`src/inc/tbl_pkg.sv`:
```
// package of constants and types for the 10 Mb/s twisted-pair link control
package tbl_pkg;
   // clock
   localparam int unsigned CLK_NS = 50;
   localparam int CNT_W = 24;
   // squelch timing
   localparam int unsigned SQ_WIN_NS = 150;
   localparam int unsigned SQ_WIN_CYC = SQ_WIN_NS / CLK_NS;
   localparam int unsigned SQ_IDLE_NS = 200;
   localparam int unsigned SQ_IDLE_CYC = (SQ_IDLE_NS + CLK_NS - 1) / CLK_NS;
   localparam int unsigned EOP_NS = 150;
   localparam int unsigned EOP_CYC = EOP_NS / CLK_NS;
   localparam logic [2:0] SQ_WIN_LAST = 3'(SQ_WIN_CYC - 1);
   localparam logic [2:0] SQ_IDLE_LIM = 3'(SQ_IDLE_CYC);
   localparam logic [2:0] EOP_LIM = 3'(EOP_CYC);
   // link pulse width
   localparam int unsigned LP_NS = 100;
   localparam int unsigned LP_CYC = (LP_NS + CLK_NS - 1) / CLK_NS;
   localparam logic [1:0] LP_W_LAST = 2'(LP_CYC - 1);
   // long timers, in microseconds
   localparam int unsigned JAB_US = 24000;
   localparam int unsigned UNJAB_US = 256000;
   localparam int unsigned LP_PERIOD_US = 16000;
   localparam int unsigned LINK_LOSS_US = 100000;
   localparam int unsigned JAB_CYC_DEF = JAB_US * 1000 / CLK_NS;
   localparam int unsigned UNJAB_CYC_DEF = UNJAB_US * 1000 / CLK_NS;
   localparam int unsigned LP_PERIOD_CYC_DEF = LP_PERIOD_US * 1000 / CLK_NS;
   localparam int unsigned LINK_LOSS_CYC_DEF = LINK_LOSS_US * 1000 / CLK_NS;
   // polarity decision counts
   localparam int unsigned POL_LP_CNT = 7;
   localparam int unsigned POL_PKT_CNT = 3;
   localparam logic [2:0] POL_LP_LAST = 3'(POL_LP_CNT - 1);
   localparam logic [1:0] POL_PKT_LAST = 2'(POL_PKT_CNT - 1);
   // ability bit positions
   localparam int AB_10HD = 0;
   localparam int AB_10FD = 1;
   localparam int AB_100HD = 2;
   localparam int AB_100FD = 3;

   typedef enum logic [1:0] {
      SQ_IDLE = 2'b00,
      SQ_FIRST = 2'b01,
      SQ_SECOND = 2'b10,
      SQ_VALID = 2'b11
   } tbl_sq_state_t;

   typedef enum logic [1:0] {
      TX_IDLE = 2'b00,
      TX_DATA = 2'b01,
      TX_TAIL = 2'b10,
      TX_LP = 2'b11
   } tbl_tx_state_t;

   typedef enum logic [2:0] {
      AN_NONE = 3'b000,
      AN_10HD = 3'b001,
      AN_10FD = 3'b010,
      AN_100HD = 3'b011,
      AN_100FD = 3'b100
   } tbl_an_mode_t;

   typedef struct packed {
      logic pos;
      logic neg;
      logic mid;
   } tbl_rx_pins_t;

   typedef struct packed {
      logic drive;
      logic level;
   } tbl_tx_line_t;

   typedef struct packed {
      logic low;
      logic reduced;
   } tbl_sq_ctl_t;
endpackage

```
`src/hdl/tbl_link_ctrl.sv`:
```
// 10 Mb/s twisted-pair link control: transmit gating, squelch, carrier, jabber, link test, polarity
// Function
// - half duplex: collision on collision or jabber
// - full duplex: concurrent traffic is no collision
// - send Manchester while enable high and link good
// - last transition mid-cell for 1, boundary 0
// - end frame when mid transitions stop, fast
// - squelch: opposite then original within 150ns
// - data valid until 200ns without crossings
// - reduced squelch levels after good data
// - control bit selects lower squelch threshold
// - half duplex, not repeater: carrier on transmit and receive
// - full duplex/repeater: carrier from receive only
// - enable over 24ms disables transmitter
// - enable low 256ms before transmitter re-enabled
// - control bit disables jabber protection entirely
// - lost link pulses disable transmit, receive, collision
// - idle: 100ns link pulse every 16ms
// - inverted after seven pulses or three packets
// - correct polarity automatically and report it
// - auto-negotiation picks best common mode
`timescale 1ns/1ps
module tbl_link_ctrl
   import tbl_pkg::*;
#(
   parameter int unsigned JAB_CYC = JAB_CYC_DEF,
   parameter int unsigned UNJAB_CYC = UNJAB_CYC_DEF,
   parameter int unsigned LP_PERIOD_CYC = LP_PERIOD_CYC_DEF,
   parameter int unsigned LINK_LOSS_CYC = LINK_LOSS_CYC_DEF
) (
   input wire logic sys_clk_i,
   input wire logic reset_n_i,
   input wire logic mac_tx_en_i,
   input wire logic mac_txd_i,
   input wire tbl_rx_pins_t rx_pins_i,
   input wire logic full_duplex_i,
   input wire logic repeater_i,
   input wire logic jabber_dis_i,
   input wire logic low_squelch_i,
   input wire logic [3:0] an_local_i,
   input wire logic [3:0] an_partner_i,
   output tbl_tx_line_t tx_line_o,
   output tbl_sq_ctl_t sq_ctl_o,
   output logic crs_o,
   output logic col_o,
   output logic rx_valid_o,
   output logic rx_eop_o,
   output logic link_ok_o,
   output logic jabber_o,
   output logic pol_reversed_o,
   output tbl_an_mode_t an_mode_o
);

   tbl_rx_pins_t rx_s;
   tbl_rx_pins_t rx_prev_r;
   tbl_sq_state_t sq_state_r;
   tbl_tx_state_t tx_state_r;
   logic pos_e;
   logic neg_e;
   logic mid_e;
   logic first_neg_r;
   logic last_neg_r;
   logic [2:0] win_cnt_r;
   logic [2:0] idle_cnt_r;
   logic [2:0] mid_cnt_r;
   logic lp_evt;
   logic eop_evt;
   logic [2:0] lp_inv_cnt_r;
   logic [1:0] pkt_inv_cnt_r;
   logic pol_inv_r;
   logic link_ok_r;
   logic [CNT_W-1:0] link_cnt_r;
   logic jab_r;
   logic [CNT_W-1:0] jab_cnt_r;
   logic tx_ok;
   logic tx_phase_r;
   logic tx_bit_r;
   logic [CNT_W-1:0] lp_cnt_r;
   logic [1:0] lp_w_r;
   logic tx_active;
   logic rx_valid;
   logic half;

   tbl_sync3 #(
      .W($bits(tbl_rx_pins_t))
   ) u_rx_sync (
      .sys_clk_i(sys_clk_i),
      .reset_n_i(reset_n_i),
      .async_i(rx_pins_i),
      .sync_o(rx_s)
   );

   always_ff @(posedge sys_clk_i or negedge reset_n_i) begin
      if (!reset_n_i) begin
         rx_prev_r <= '0;
      end else begin
         rx_prev_r <= rx_s;
      end
   end

   // crossing events, swapped when the pair is found reversed
   always_comb begin
      if (pol_inv_r) begin
         pos_e = rx_s.neg & ~rx_prev_r.neg;
         neg_e = rx_s.pos & ~rx_prev_r.pos;
      end else begin
         pos_e = rx_s.pos & ~rx_prev_r.pos;
         neg_e = rx_s.neg & ~rx_prev_r.neg;
      end
      mid_e = rx_s.mid ^ rx_prev_r.mid;
   end

   // a lone crossing with no opposite one in time is a link pulse
   assign lp_evt = (sq_state_r == SQ_FIRST) && (win_cnt_r == SQ_WIN_LAST) && !(first_neg_r ? pos_e : neg_e);
   assign eop_evt = (sq_state_r == SQ_VALID) && link_ok_r &&
                    ((idle_cnt_r == SQ_IDLE_LIM) || (mid_cnt_r == EOP_LIM));

   // squelch qualification
   always_ff @(posedge sys_clk_i or negedge reset_n_i) begin
      if (!reset_n_i) begin
         sq_state_r <= SQ_IDLE;
         first_neg_r <= 1'b0;
         win_cnt_r <= '0;
      end else begin
         unique case (sq_state_r)
            SQ_IDLE: begin
               if (pos_e | neg_e) begin
                  sq_state_r <= SQ_FIRST;
                  first_neg_r <= neg_e & ~pos_e;
                  win_cnt_r <= '0;
               end
            end
            SQ_FIRST: begin
               if (first_neg_r ? pos_e : neg_e) begin
                  sq_state_r <= SQ_SECOND;
                  win_cnt_r <= '0;
               end else if (win_cnt_r == SQ_WIN_LAST) begin
                  sq_state_r <= SQ_IDLE;
               end else begin
                  win_cnt_r <= win_cnt_r + 3'h1;
               end
            end
            SQ_SECOND: begin
               if ((first_neg_r ? neg_e : pos_e) && link_ok_r) begin
                  sq_state_r <= SQ_VALID;
               end else if (win_cnt_r == SQ_WIN_LAST) begin
                  sq_state_r <= SQ_IDLE;
               end else begin
                  win_cnt_r <= win_cnt_r + 3'h1;
               end
            end
            SQ_VALID: begin
               if (!link_ok_r || eop_evt) begin
                  sq_state_r <= SQ_IDLE;
               end
            end
         endcase
      end
   end

   // quiet-time counters while data is valid
   always_ff @(posedge sys_clk_i or negedge reset_n_i) begin
      if (!reset_n_i) begin
         idle_cnt_r <= '0;
         mid_cnt_r <= '0;
         last_neg_r <= 1'b0;
      end else begin
         if (pos_e | neg_e) begin
            last_neg_r <= neg_e & ~pos_e;
         end
         if (sq_state_r != SQ_VALID || pos_e || neg_e) begin
            idle_cnt_r <= '0;
         end else if (idle_cnt_r != SQ_IDLE_LIM) begin
            idle_cnt_r <= idle_cnt_r + 3'h1;
         end
         if (sq_state_r != SQ_VALID || mid_e) begin
            mid_cnt_r <= '0;
         end else if (mid_cnt_r != EOP_LIM) begin
            mid_cnt_r <= mid_cnt_r + 3'h1;
         end
      end
   end

   // polarity detection, counted in the corrected sense
   always_ff @(posedge sys_clk_i or negedge reset_n_i) begin
      if (!reset_n_i) begin
         lp_inv_cnt_r <= '0;
         pkt_inv_cnt_r <= '0;
         pol_inv_r <= 1'b0;
      end else if ((lp_evt && first_neg_r && lp_inv_cnt_r == POL_LP_LAST) ||
                   (eop_evt && last_neg_r && pkt_inv_cnt_r == POL_PKT_LAST)) begin
         pol_inv_r <= ~pol_inv_r;
         lp_inv_cnt_r <= '0;
         pkt_inv_cnt_r <= '0;
      end else begin
         if (lp_evt) begin
            lp_inv_cnt_r <= first_neg_r ? lp_inv_cnt_r + 3'h1 : 3'h0;
         end
         if (eop_evt) begin
            pkt_inv_cnt_r <= last_neg_r ? pkt_inv_cnt_r + 2'h1 : 2'h0;
         end
      end
   end

   // link integrity
   always_ff @(posedge sys_clk_i or negedge reset_n_i) begin
      if (!reset_n_i) begin
         link_ok_r <= 1'b0;
         link_cnt_r <= '0;
      end else if (lp_evt || (sq_state_r == SQ_VALID)) begin
         link_cnt_r <= '0;
         if (lp_evt) begin
            link_ok_r <= 1'b1;
         end
      end else if (link_cnt_r == CNT_W'(LINK_LOSS_CYC - 1)) begin
         link_ok_r <= 1'b0;
      end else begin
         link_cnt_r <= link_cnt_r + 1'b1;
      end
   end

   // jabber: one counter for the on time and the un-jab time
   always_ff @(posedge sys_clk_i or negedge reset_n_i) begin
      if (!reset_n_i) begin
         jab_r <= 1'b0;
         jab_cnt_r <= '0;
      end else if (jabber_dis_i) begin
         jab_r <= 1'b0;
         jab_cnt_r <= '0;
      end else if (!jab_r) begin
         if (!mac_tx_en_i) begin
            jab_cnt_r <= '0;
         end else if (jab_cnt_r == CNT_W'(JAB_CYC)) begin
            jab_r <= 1'b1;
            jab_cnt_r <= '0;
         end else begin
            jab_cnt_r <= jab_cnt_r + 1'b1;
         end
      end else begin
         if (mac_tx_en_i) begin
            jab_cnt_r <= '0;
         end else if (jab_cnt_r == CNT_W'(UNJAB_CYC - 1)) begin
            jab_r <= 1'b0;
            jab_cnt_r <= '0;
         end else begin
            jab_cnt_r <= jab_cnt_r + 1'b1;
         end
      end
   end

   assign tx_ok = mac_tx_en_i & link_ok_r & ~jab_r;

   // transmit sequencer: one half bit per clock
   always_ff @(posedge sys_clk_i or negedge reset_n_i) begin
      if (!reset_n_i) begin
         tx_state_r <= TX_IDLE;
         tx_phase_r <= 1'b0;
         tx_bit_r <= 1'b0;
         lp_w_r <= '0;
      end else begin
         unique case (tx_state_r)
            TX_IDLE: begin
               if (tx_ok) begin
                  tx_state_r <= TX_DATA;
                  tx_phase_r <= 1'b0;
                  tx_bit_r <= mac_txd_i;
               end else if (lp_cnt_r == CNT_W'(LP_PERIOD_CYC - 1)) begin
                  tx_state_r <= TX_LP;
                  lp_w_r <= '0;
               end
            end
            TX_DATA: begin
               if (!tx_phase_r) begin
                  tx_phase_r <= 1'b1;
               end else if (tx_ok) begin
                  tx_phase_r <= 1'b0;
                  tx_bit_r <= mac_txd_i;
               end else begin
                  tx_state_r <= tx_bit_r ? TX_IDLE : TX_TAIL;
               end
            end
            TX_TAIL: begin
               tx_state_r <= TX_IDLE;
            end
            TX_LP: begin
               if (lp_w_r == LP_W_LAST) begin
                  tx_state_r <= TX_IDLE;
               end else begin
                  lp_w_r <= lp_w_r + 2'h1;
               end
            end
         endcase
      end
   end

   // link pulse interval runs only while the transmitter is idle
   always_ff @(posedge sys_clk_i or negedge reset_n_i) begin
      if (!reset_n_i) begin
         lp_cnt_r <= '0;
      end else if (tx_state_r != TX_IDLE || tx_ok) begin
         lp_cnt_r <= '0;
      end else begin
         lp_cnt_r <= lp_cnt_r + 1'b1;
      end
   end

   // line level: first half inverted bit, second half true bit
   always_ff @(posedge sys_clk_i or negedge reset_n_i) begin
      if (!reset_n_i) begin
         tx_line_o <= '0;
      end else begin
         unique case (tx_state_r)
            TX_IDLE: tx_line_o <= '0;
            TX_DATA: tx_line_o <= '{drive: 1'b1, level: tx_phase_r ? tx_bit_r : ~tx_bit_r};
            TX_TAIL: tx_line_o <= '{drive: 1'b1, level: 1'b1};
            TX_LP: tx_line_o <= '{drive: 1'b1, level: 1'b1};
         endcase
      end
   end

   assign tx_active = (tx_state_r == TX_DATA) || (tx_state_r == TX_TAIL);
   assign rx_valid = (sq_state_r == SQ_VALID);
   assign half = ~full_duplex_i;

   // carrier and collision toward the MAC
   assign crs_o = link_ok_r & (rx_valid | (half & ~repeater_i & tx_active));
   assign col_o = link_ok_r & half & ((tx_active & rx_valid) | jab_r);

   // status outputs and squelch control toward the analog receiver
   always_ff @(posedge sys_clk_i or negedge reset_n_i) begin
      if (!reset_n_i) begin
         sq_ctl_o <= '0;
         rx_eop_o <= 1'b0;
         an_mode_o <= AN_NONE;
      end else begin
         sq_ctl_o.low <= low_squelch_i;
         sq_ctl_o.reduced <= (sq_state_r == SQ_VALID) && !eop_evt;
         rx_eop_o <= eop_evt;
         if (an_local_i[AB_100FD] & an_partner_i[AB_100FD]) begin
            an_mode_o <= AN_100FD;
         end else if (an_local_i[AB_100HD] & an_partner_i[AB_100HD]) begin
            an_mode_o <= AN_100HD;
         end else if (an_local_i[AB_10FD] & an_partner_i[AB_10FD]) begin
            an_mode_o <= AN_10FD;
         end else if (an_local_i[AB_10HD] & an_partner_i[AB_10HD]) begin
            an_mode_o <= AN_10HD;
         end else begin
            an_mode_o <= AN_NONE;
         end
      end
   end

   assign rx_valid_o = rx_valid;
   assign link_ok_o = link_ok_r;
   assign jabber_o = jab_r;
   assign pol_reversed_o = pol_inv_r;
endmodule // tbl_link_ctrl

```
`src/hdl/tbl_sync3.sv`:
```
// three-stage input synchroniser that passes a bit once stages two and three agree
`timescale 1ns/1ps
module tbl_sync3 #(
   parameter int W = 1
) (
   input wire logic sys_clk_i,
   input wire logic reset_n_i,
   input wire logic [W-1:0] async_i,
   output logic [W-1:0] sync_o
);
   logic [W-1:0] s1_r;
   logic [W-1:0] s2_r;
   logic [W-1:0] s3_r;

   always_ff @(posedge sys_clk_i or negedge reset_n_i) begin
      if (!reset_n_i) begin
         s1_r <= '0;
         s2_r <= '0;
         s3_r <= '0;
         sync_o <= '0;
      end else begin
         s1_r <= async_i;
         s2_r <= s1_r;
         s3_r <= s2_r;
         sync_o <= (s2_r & s3_r) | (sync_o & (s2_r ^ s3_r));
      end
   end
endmodule // tbl_sync3

```
`config.mk`:
```
export PLATFORM = sky130hd
export DESIGN_NAME = tbl_link_ctrl
export DESIGN_NICKNAME = d
export VERILOG_FILES = /design/src/inc/tbl_pkg.sv /design/src/hdl/tbl_link_ctrl.sv /design/src/hdl/tbl_sync3.sv
export SDC_FILE = /design/constraint.sdc
export NUM_CORES = 1
export LEC_CHECK = 0
export ABC_AREA = 0
export BUFFER_PORTS_ARGS = -buffer_cell sky130_fd_sc_hd__buf_2
export CAP_MARGIN = 0
export CORE_ASPECT_RATIO = 0.75
export CORE_MARGIN = 4
export CORE_UTILIZATION = 25
export CTS_BUF_LIST = sky130_fd_sc_hd__clkbuf_4 sky130_fd_sc_hd__clkbuf_8
export DETAILED_ROUTE_END_ITERATION = 16
export GPL_TIMING_DRIVEN = 1
export PLACE_DENSITY = 0.43
export RECOVER_POWER = 100
export SLEW_MARGIN = 25
export SYNTH_ARGS = -nofsm -noshare
export SYNTH_HDL_FRONTEND = slang
export SYNTH_SLANG_ARGS = --single-unit
```
`constraint.sdc`:
```
create_clock -name sys_clk_i -period 5.1 [get_ports sys_clk_i]
set_input_delay 1.02 -clock sys_clk_i [delete_from_list [all_inputs] [get_ports sys_clk_i]]
set_output_delay 1.02 -clock sys_clk_i [all_outputs]
set_load 0.05 [all_outputs]
```
==> results of run 1 <==
## cells in the mapped netlist (all sizes together), types with 3 or more instances
master | instances | area share [%]
a21o | 3 | 0.37
a21oi | 17 | 1.4
a22o | 3 | 0.43
a31oi | 3 | 0.31
and2 | 5 | 0.51
and3 | 9 | 0.92
and4 | 8 | 1.1
buf | 5 | 0.67
clkbuf | 9 | 0.57
dfrtp | 122 | 50
ha | 25 | 5.1
inv | 26 | 1.6
mux2i | 5 | 0.82
nand2 | 36 | 2.2
nand2b | 5 | 0.51
nand3 | 30 | 2.5
nand3b | 4 | 0.49
nand4 | 27 | 2.8
nor2 | 105 | 6.8
nor2b | 5 | 0.51
nor3 | 11 | 0.98
nor3b | 4 | 0.49
nor4 | 8 | 1.1
nor4b | 3 | 0.53
o2111ai | 3 | 0.43
o211ai | 4 | 0.49
o21ai | 18 | 1.5
xnor2 | 21 | 3.0
xor2 | 50 | 7.2
## cells in the final DEF (no fill, tap or decap), types with 3 or more instances in the layout
master / Yosys / layout
and4_1: 8 / 8
nor2_1: 95 / 95
nand2b_1: 5 / 5
nand2_1: 36 / 36
buf_2: 3 / 16
nor4_1: 7 / 5
mux2i_1: 5 / 5
and3_1: 9 / 9
ha_1: 25 / 25
nor2b_1: 5 / 5
o2111ai_1: 3 / 3
dfrtp_1: 122 / 122
o21ai_0: 18 / 18
clkbuf_8: 0 / 18
nor3b_1: 4 / 4
xnor2_1: 21 / 21
and2_1: 5 / 4
nand3_1: 30 / 30
inv_1: 26 / 26
bufinv_16: 0 / 3
xor2_1: 50 / 50
clkbuf_1: 8 / 17
nand4_1: 27 / 27
o211ai_1: 4 / 4
nand3b_1: 4 / 4
a21oi_1: 17 / 17
a31oi_1: 3 / 3
nor3_1: 10 / 10
nor2_2: 10 / 10
clkinvlp_4: 0 / 4
clkinv_2: 0 / 4
a22o_1: 3 / 3
a21o_1: 3 / 3
## per-layer routing
metal | vias to the layer above | part of all wire, %
met5 | - | 0
met3 | 15 | 3.4
met2 | 69 | 44
met4 | 0 | 1.5
met1 | 2189 | 51
li1 | 2190 | -
## logic make-up after synthesis
group	count (synthesis)	share of synthesized area, %
flip-flops	122	49.9
buffers and inverters	40	2.84
multiplexers	7	1.19
AND/OR/NAND/NOR	271	23.1
adder cells (fa/ha/maj)	25	5.11
AO/OA/AOI/OAI	68	7.79
XOR/XNOR	71	10.2
## worst max-delay path, cell delays in order, from the launching register on
cell      delay, ns
dfrtp_1        0.44
or4b_1         0.56
nor4b_2        0.42
a31oi_1        0.15
o21bai_1       1.65
nor2_1         0.15
## stage by stage
stage,setup slack [ns],total power [mW],instance area (um^2),cells
floorplan,1.76,1.71,6120,604
global placement,2.29,1.89,6640,955
detailed placement,2.24,1.91,6650,955
CTS,2.05,2.84,7060,987
global route,1.14,2.98,7010,987
finish,1.52,2.78,7010,987
## worst paths after layout
| kind | start | end | slack (ns) | depth (start not counted) |
|---|---|---|---|---|
| min in group asynchronous | reset_n_i | an_mode_o[1] | 0.64 | 1 |
| worst min-delay path | u_rx_sync.s1_r[1] | u_rx_sync.s2_r[1] | 0.35 | 0 |
| max in group asynchronous | reset_n_i | link_cnt_r[7] | 2.36 | 2 |
| worst max register to register | jab_cnt_r[5] | jab_cnt_r[12] | 1.52 | 5 |
| worst min register to register | u_rx_sync.s1_r[1] | u_rx_sync.s2_r[1] | 0.35 | 0 |
| worst max-delay path | jab_cnt_r[5] | jab_cnt_r[12] | 1.52 | 5 |
## area by class of cell
class	instances	area [um^2]	area share, %
clock buffers	20	263	3.75
clock inverters	12	149	2.13
inverters	26	97.6	1.39
multi-input cells	442	2880	41.1
flip-flops and latches	122	3050	43.6
well taps	331	414	5.91
repair buffers	34	151	2.16
## registers in the layout, indices dropped and copies added (netlist names), 3 cells and up
register and count:
an_mode_o 3, idle_cnt_r 3, jab_cnt_r 24, link_cnt_r 24
lp_cnt_r 24, lp_inv_cnt_r 3, mid_cnt_r 3, rx_prev_r 3
u_rx_sync.s1_r 3, u_rx_sync.s2_r 3, u_rx_sync.s3_r 3, u_rx_sync.sync_o 3
win_cnt_r 3
## report_power, final
part	leakage, nW	switching [mW]	internal (mW)
Clock	0.201	0.403	0.504
Combinational	1.12	0.459	0.233
Sequential	1.63	0.111	1.07
Total	2.95	0.973	1.81
==> flow_metrics.tcl, run 1 <==
set metrics [dict create \
    synth_area_mm2 0.00612 \
    grt_max_degree 61 \
    drive_above_1_share_pct 10.1 \
    timing.final.crit_period_ns 3.58 \
    ant_nets 0 \
    grt-ovfl-total 0 \
    path_clk_slew_ns 0.08 \
    synth_ff_type "dfrtp_1" \
    rsz0062_at_grt "no" \
    cts.path.max_buffers 2 \
    holdBufCountCts 0 \
    maxCapViolCount 4 \
    core_mm2 0.0240 \
    status "finished with violations" \
    fin_util_pct 29.2 \
    criticalPathCategory "reg -> reg" \
    gr-usage-met1_pct 14.7 \
    gr-max-usage-layer "met2" \
    fillCellCount 2509 \
    synth_edf_count 0 \
    grt_pass1_vias 4557 \
    dp_hpwl_um 9180 \
    die_w_um 189 \
    cts_resized 0 \
    finalSetupViolCount 0 \
    diodes 0 \
    synth_cells 604 \
    totalWireLength_um 13200 \
    p_leak_nw 2.95 \
    critPathLaunchType "register" \
    vias 4463 \
    ys_ff_latch 122 \
    cts_sinks 122 \
    skew_ns 0.0129 \
    yosys_warnings 0 \
    grt_use_met3_pct 2.65 \
    cp_max_fo 24 \
    grt_usage_pct 10.4 \
    power_per_cell_area_mw_per_mm2 397 \
    use_met2_pct 15.6 \
    rows 49 \
    max_freq_mhz 279 \
    cts_buffers 17 \
    timing.setup.tns_ns 0 \
    grt_pass1_wl_um 22900 \
    htreeDepth 4 \
    ys_types 58 \
    fp.dieH_um 144 \
    antenna_found_initial 0 \
    place_congestion 0.774 \
    numPortBuffers 32 \
    initial_utilization_pct 25.5 \
    die_area_mm2 0.0271 \
    hold_path.class "reg -> reg" \
    ios 33 \
    slew_viol_final 91 \
    drt_iter0_markers 364 \
    cts_tree "done" \
    drt_pass1_iterations 4 \
    synthArstFlopShare_pct 100 \
    post-route-drc-count 0 \
    worstPathArrival_ns 3.81 \
    violations "max-capacitance violations, max-slew violations" \
    synthesis.nets 648 \
    ir_drop_mv 0.186 \
    cts_root_buf "clkbuf_8" \
    whs_ns 0.351 \
    relSlewSlack_pct -45.0 \
    syn_area_per_cell_um2 10.1 \
    postCtsSetupBuffers 0 \
    worst_slew_pin_slew_ns 2.17 \
    crit_path_end_kind "register" \
    area_growth_syn_to_layout_pct 14.4 \
    layout.nets 687 \
    cp.required_ns 5.33 \
    fin_crit_sh_pct 70.2 \
    clk_latency_ns 0.44 \
    hold_violations 0 \
    drt-wirelength-per-cell_um 13.4 \
    yosysSeqAreaShare_pct 49.9 \
    viasPerCell 4.52 \
]
No activity file was read; power rests on OpenSTA's default activity.
==> run 2, diff against run 1 <==
==> constraint.sdc (replaced) <==
create_clock -name sys_clk_i -period 3.8 [get_ports sys_clk_i]
set_input_delay 0.76 -clock sys_clk_i [delete_from_list [all_inputs] [get_ports sys_clk_i]]
set_output_delay 0.76 -clock sys_clk_i [all_outputs]
set_load 0.05 [all_outputs]
==> flow_metrics.tcl, run 2 (synthesis gave the netlist of run 1 again) <==
set metrics [dict create \
    status "finished with violations" \
    pwr-share-comb_pct 24.6 \
    cp_max_fo 24 \
    cts.path.max_buffers 2 \
    hold_path.class "reg -> reg" \
    cts_buffers 17 \
    path_buf_inv 0 \
    cts_resized 0 \
    p_leak_nw 2.99 \
    core_mm2 0.0240 \
    seq_power_share_pct 41.4 \
    rows 49 \
    numPortBuffers 32 \
    worst_slew_pin_slew_ns 2.34 \
    relSlewSlack_pct -56.2 \
    grt_max_degree 66 \
    fp.dieH_um 144 \
    skew_ns 0.0130 \
    holdBufCountCts 0 \
    layout.nets 688 \
    reg.largest.list "jab_cnt_r x24, link_cnt_r x24, lp_cnt_r x24" \
    ios 33 \
    finalSetupViolCount 0 \
    worstPathArrival_ns 3.28 \
    p_sw_mw 1.28 \
    finalPower_mw 3.84 \
    grt_pass1_wl_um 22900 \
    crit_path_end_kind "register" \
    cp.required_ns 4.07 \
    ir_drop_mv 0.259 \
    regArea_mm2 0.00305 \
    die_area_mm2 0.0271 \
    cts_sinks 122 \
    diodes 0 \
    max_freq_mhz 332 \
    critPathLaunchType "register" \
    path_clk_slew_ns 0.07 \
    area_growth_syn_to_layout_pct 15.3 \
    timing.setup.tns_ns 0 \
    drt_iter0_markers 317 \
    viasPerCell 4.44 \
    grt_pass1_vias 4429 \
    post-route-drc-count 0 \
    hold_violations 0 \
    grt-ovfl-total 0 \
    cp_slowest_cell "o21bai_2" \
    grt_usage_pct 10.6 \
    cts_root_buf "clkbuf_8" \
    rsz0062_at_grt "no" \
    antenna_found_initial 0 \
    internal-power_mw 2.55 \
    path_delay_family "simple AND/OR/NAND/NOR gates" \
    drt-wirelength-per-cell_um 13.6 \
    crit_chain "or4b_1, nor4b_1, a31oi_1, o21bai_2, nor2_1" \
    ant_nets 0 \
    timing.final.crit_period_ns 3.02 \
    dp_hpwl_um 9290 \
    final_common_cell "dfrtp_1" \
    initial_utilization_pct 25.5 \
    violations "max-capacitance violations, max-slew violations" \
    vias 4385 \
    power_per_cell_area_mw_per_mm2 543 \
    criticalPathCategory "reg -> reg" \
    drive_above_1_share_pct 9.91 \
    cts_tree "done" \
    totalWireLength_um 13400 \
    fin_crit_sh_pct 79.3 \
    postCtsSetupBuffers 0 \
    slew_viol_final 38 \
    fillCellCount 2524 \
    p_sw_share_pct 33.5 \
    die_w_um 189 \
    clkPwrFrac_pct 34.0 \
    clk_latency_ns 0.44 \
    drt_pass1_iterations 5 \
    maxCapViolCount 1 \
    place_congestion 0.793 \
    htreeDepth 4 \
    final_cell_mix "122 x dfrtp_1, 95 x nor2_1, 50 x xor2_1" \
    multiInputGateArea_mm2 0.00288 \
    slowest_delay_ns 0.96 \
]
-- run 2: per-stage QoR --
step | utilization, % | area (um^2) | cells | hold WS [ns] | setup WS (ns)
finish | 29.4 | 7060 | 987 | 0.351 | 0.785
global placement | 27.7 | 6660 | 956 | 0.335 | 1.31
floorplan | - | 6120 | 604 | 0.331 | 0.725
detailed placement | 27.7 | 6670 | 956 | 0.337 | 1.19
global route | 29.4 | 7060 | 987 | 0.356 | 0.492
CTS | 29.6 | 7110 | 987 | 0.307 | 1.01
-- run 2: layout make-up --
cell class | count | area share, %
clock inverters | 8 | 1.98
inverters | 26 | 1.38
clock buffers | 23 | 4.31
flip-flops and latches | 122 | 43.2
well taps | 331 | 5.86
multi-input cells | 442 | 40.8
repair buffers | 35 | 2.39
-- run 2: metal layers --
| metal | global-route usage, % | vias to the layer above | wire length, um |
|---|---|---|---|
| li1 | - | 2185 | - |
| met1 | 14.8 | 2126 | 7000 |
| met2 | 15.9 | 64 | 5840 |
| met3 | 2.74 | 10 | 402 |
| met4 | 3.64 | 0 | 155 |
| met5 | 0 | - | 0 |
-- run 2: path summary, 6_finish.rpt --
kind | start | to | slack, ns | depth (start not counted)
max reg2reg | jab_cnt_r[5] | jab_cnt_r[3] | 0.78 | 5
min in group asynchronous | reset_n_i | an_mode_o[0] | 1.03 | 1
min | u_rx_sync.s1_r[2] | u_rx_sync.s2_r[2] | 0.35 | 0
min reg2reg | u_rx_sync.s1_r[2] | u_rx_sync.s2_r[2] | 0.35 | 0
max in group asynchronous | reset_n_i | sq_state_r[1] | 1.21 | 2
max | jab_cnt_r[5] | jab_cnt_r[3] | 0.78 | 5
-- run 2: power groups by stage --
stage	Clock, mW	Sequential [mW]	Combinational, mW
detailed placement	0	1.61	0.968
finish	1.30	1.59	0.943
global placement	0	1.61	0.945
floorplan	0	1.64	0.661
CTS	1.35	1.59	0.972
global route	1.42	1.61	1.08
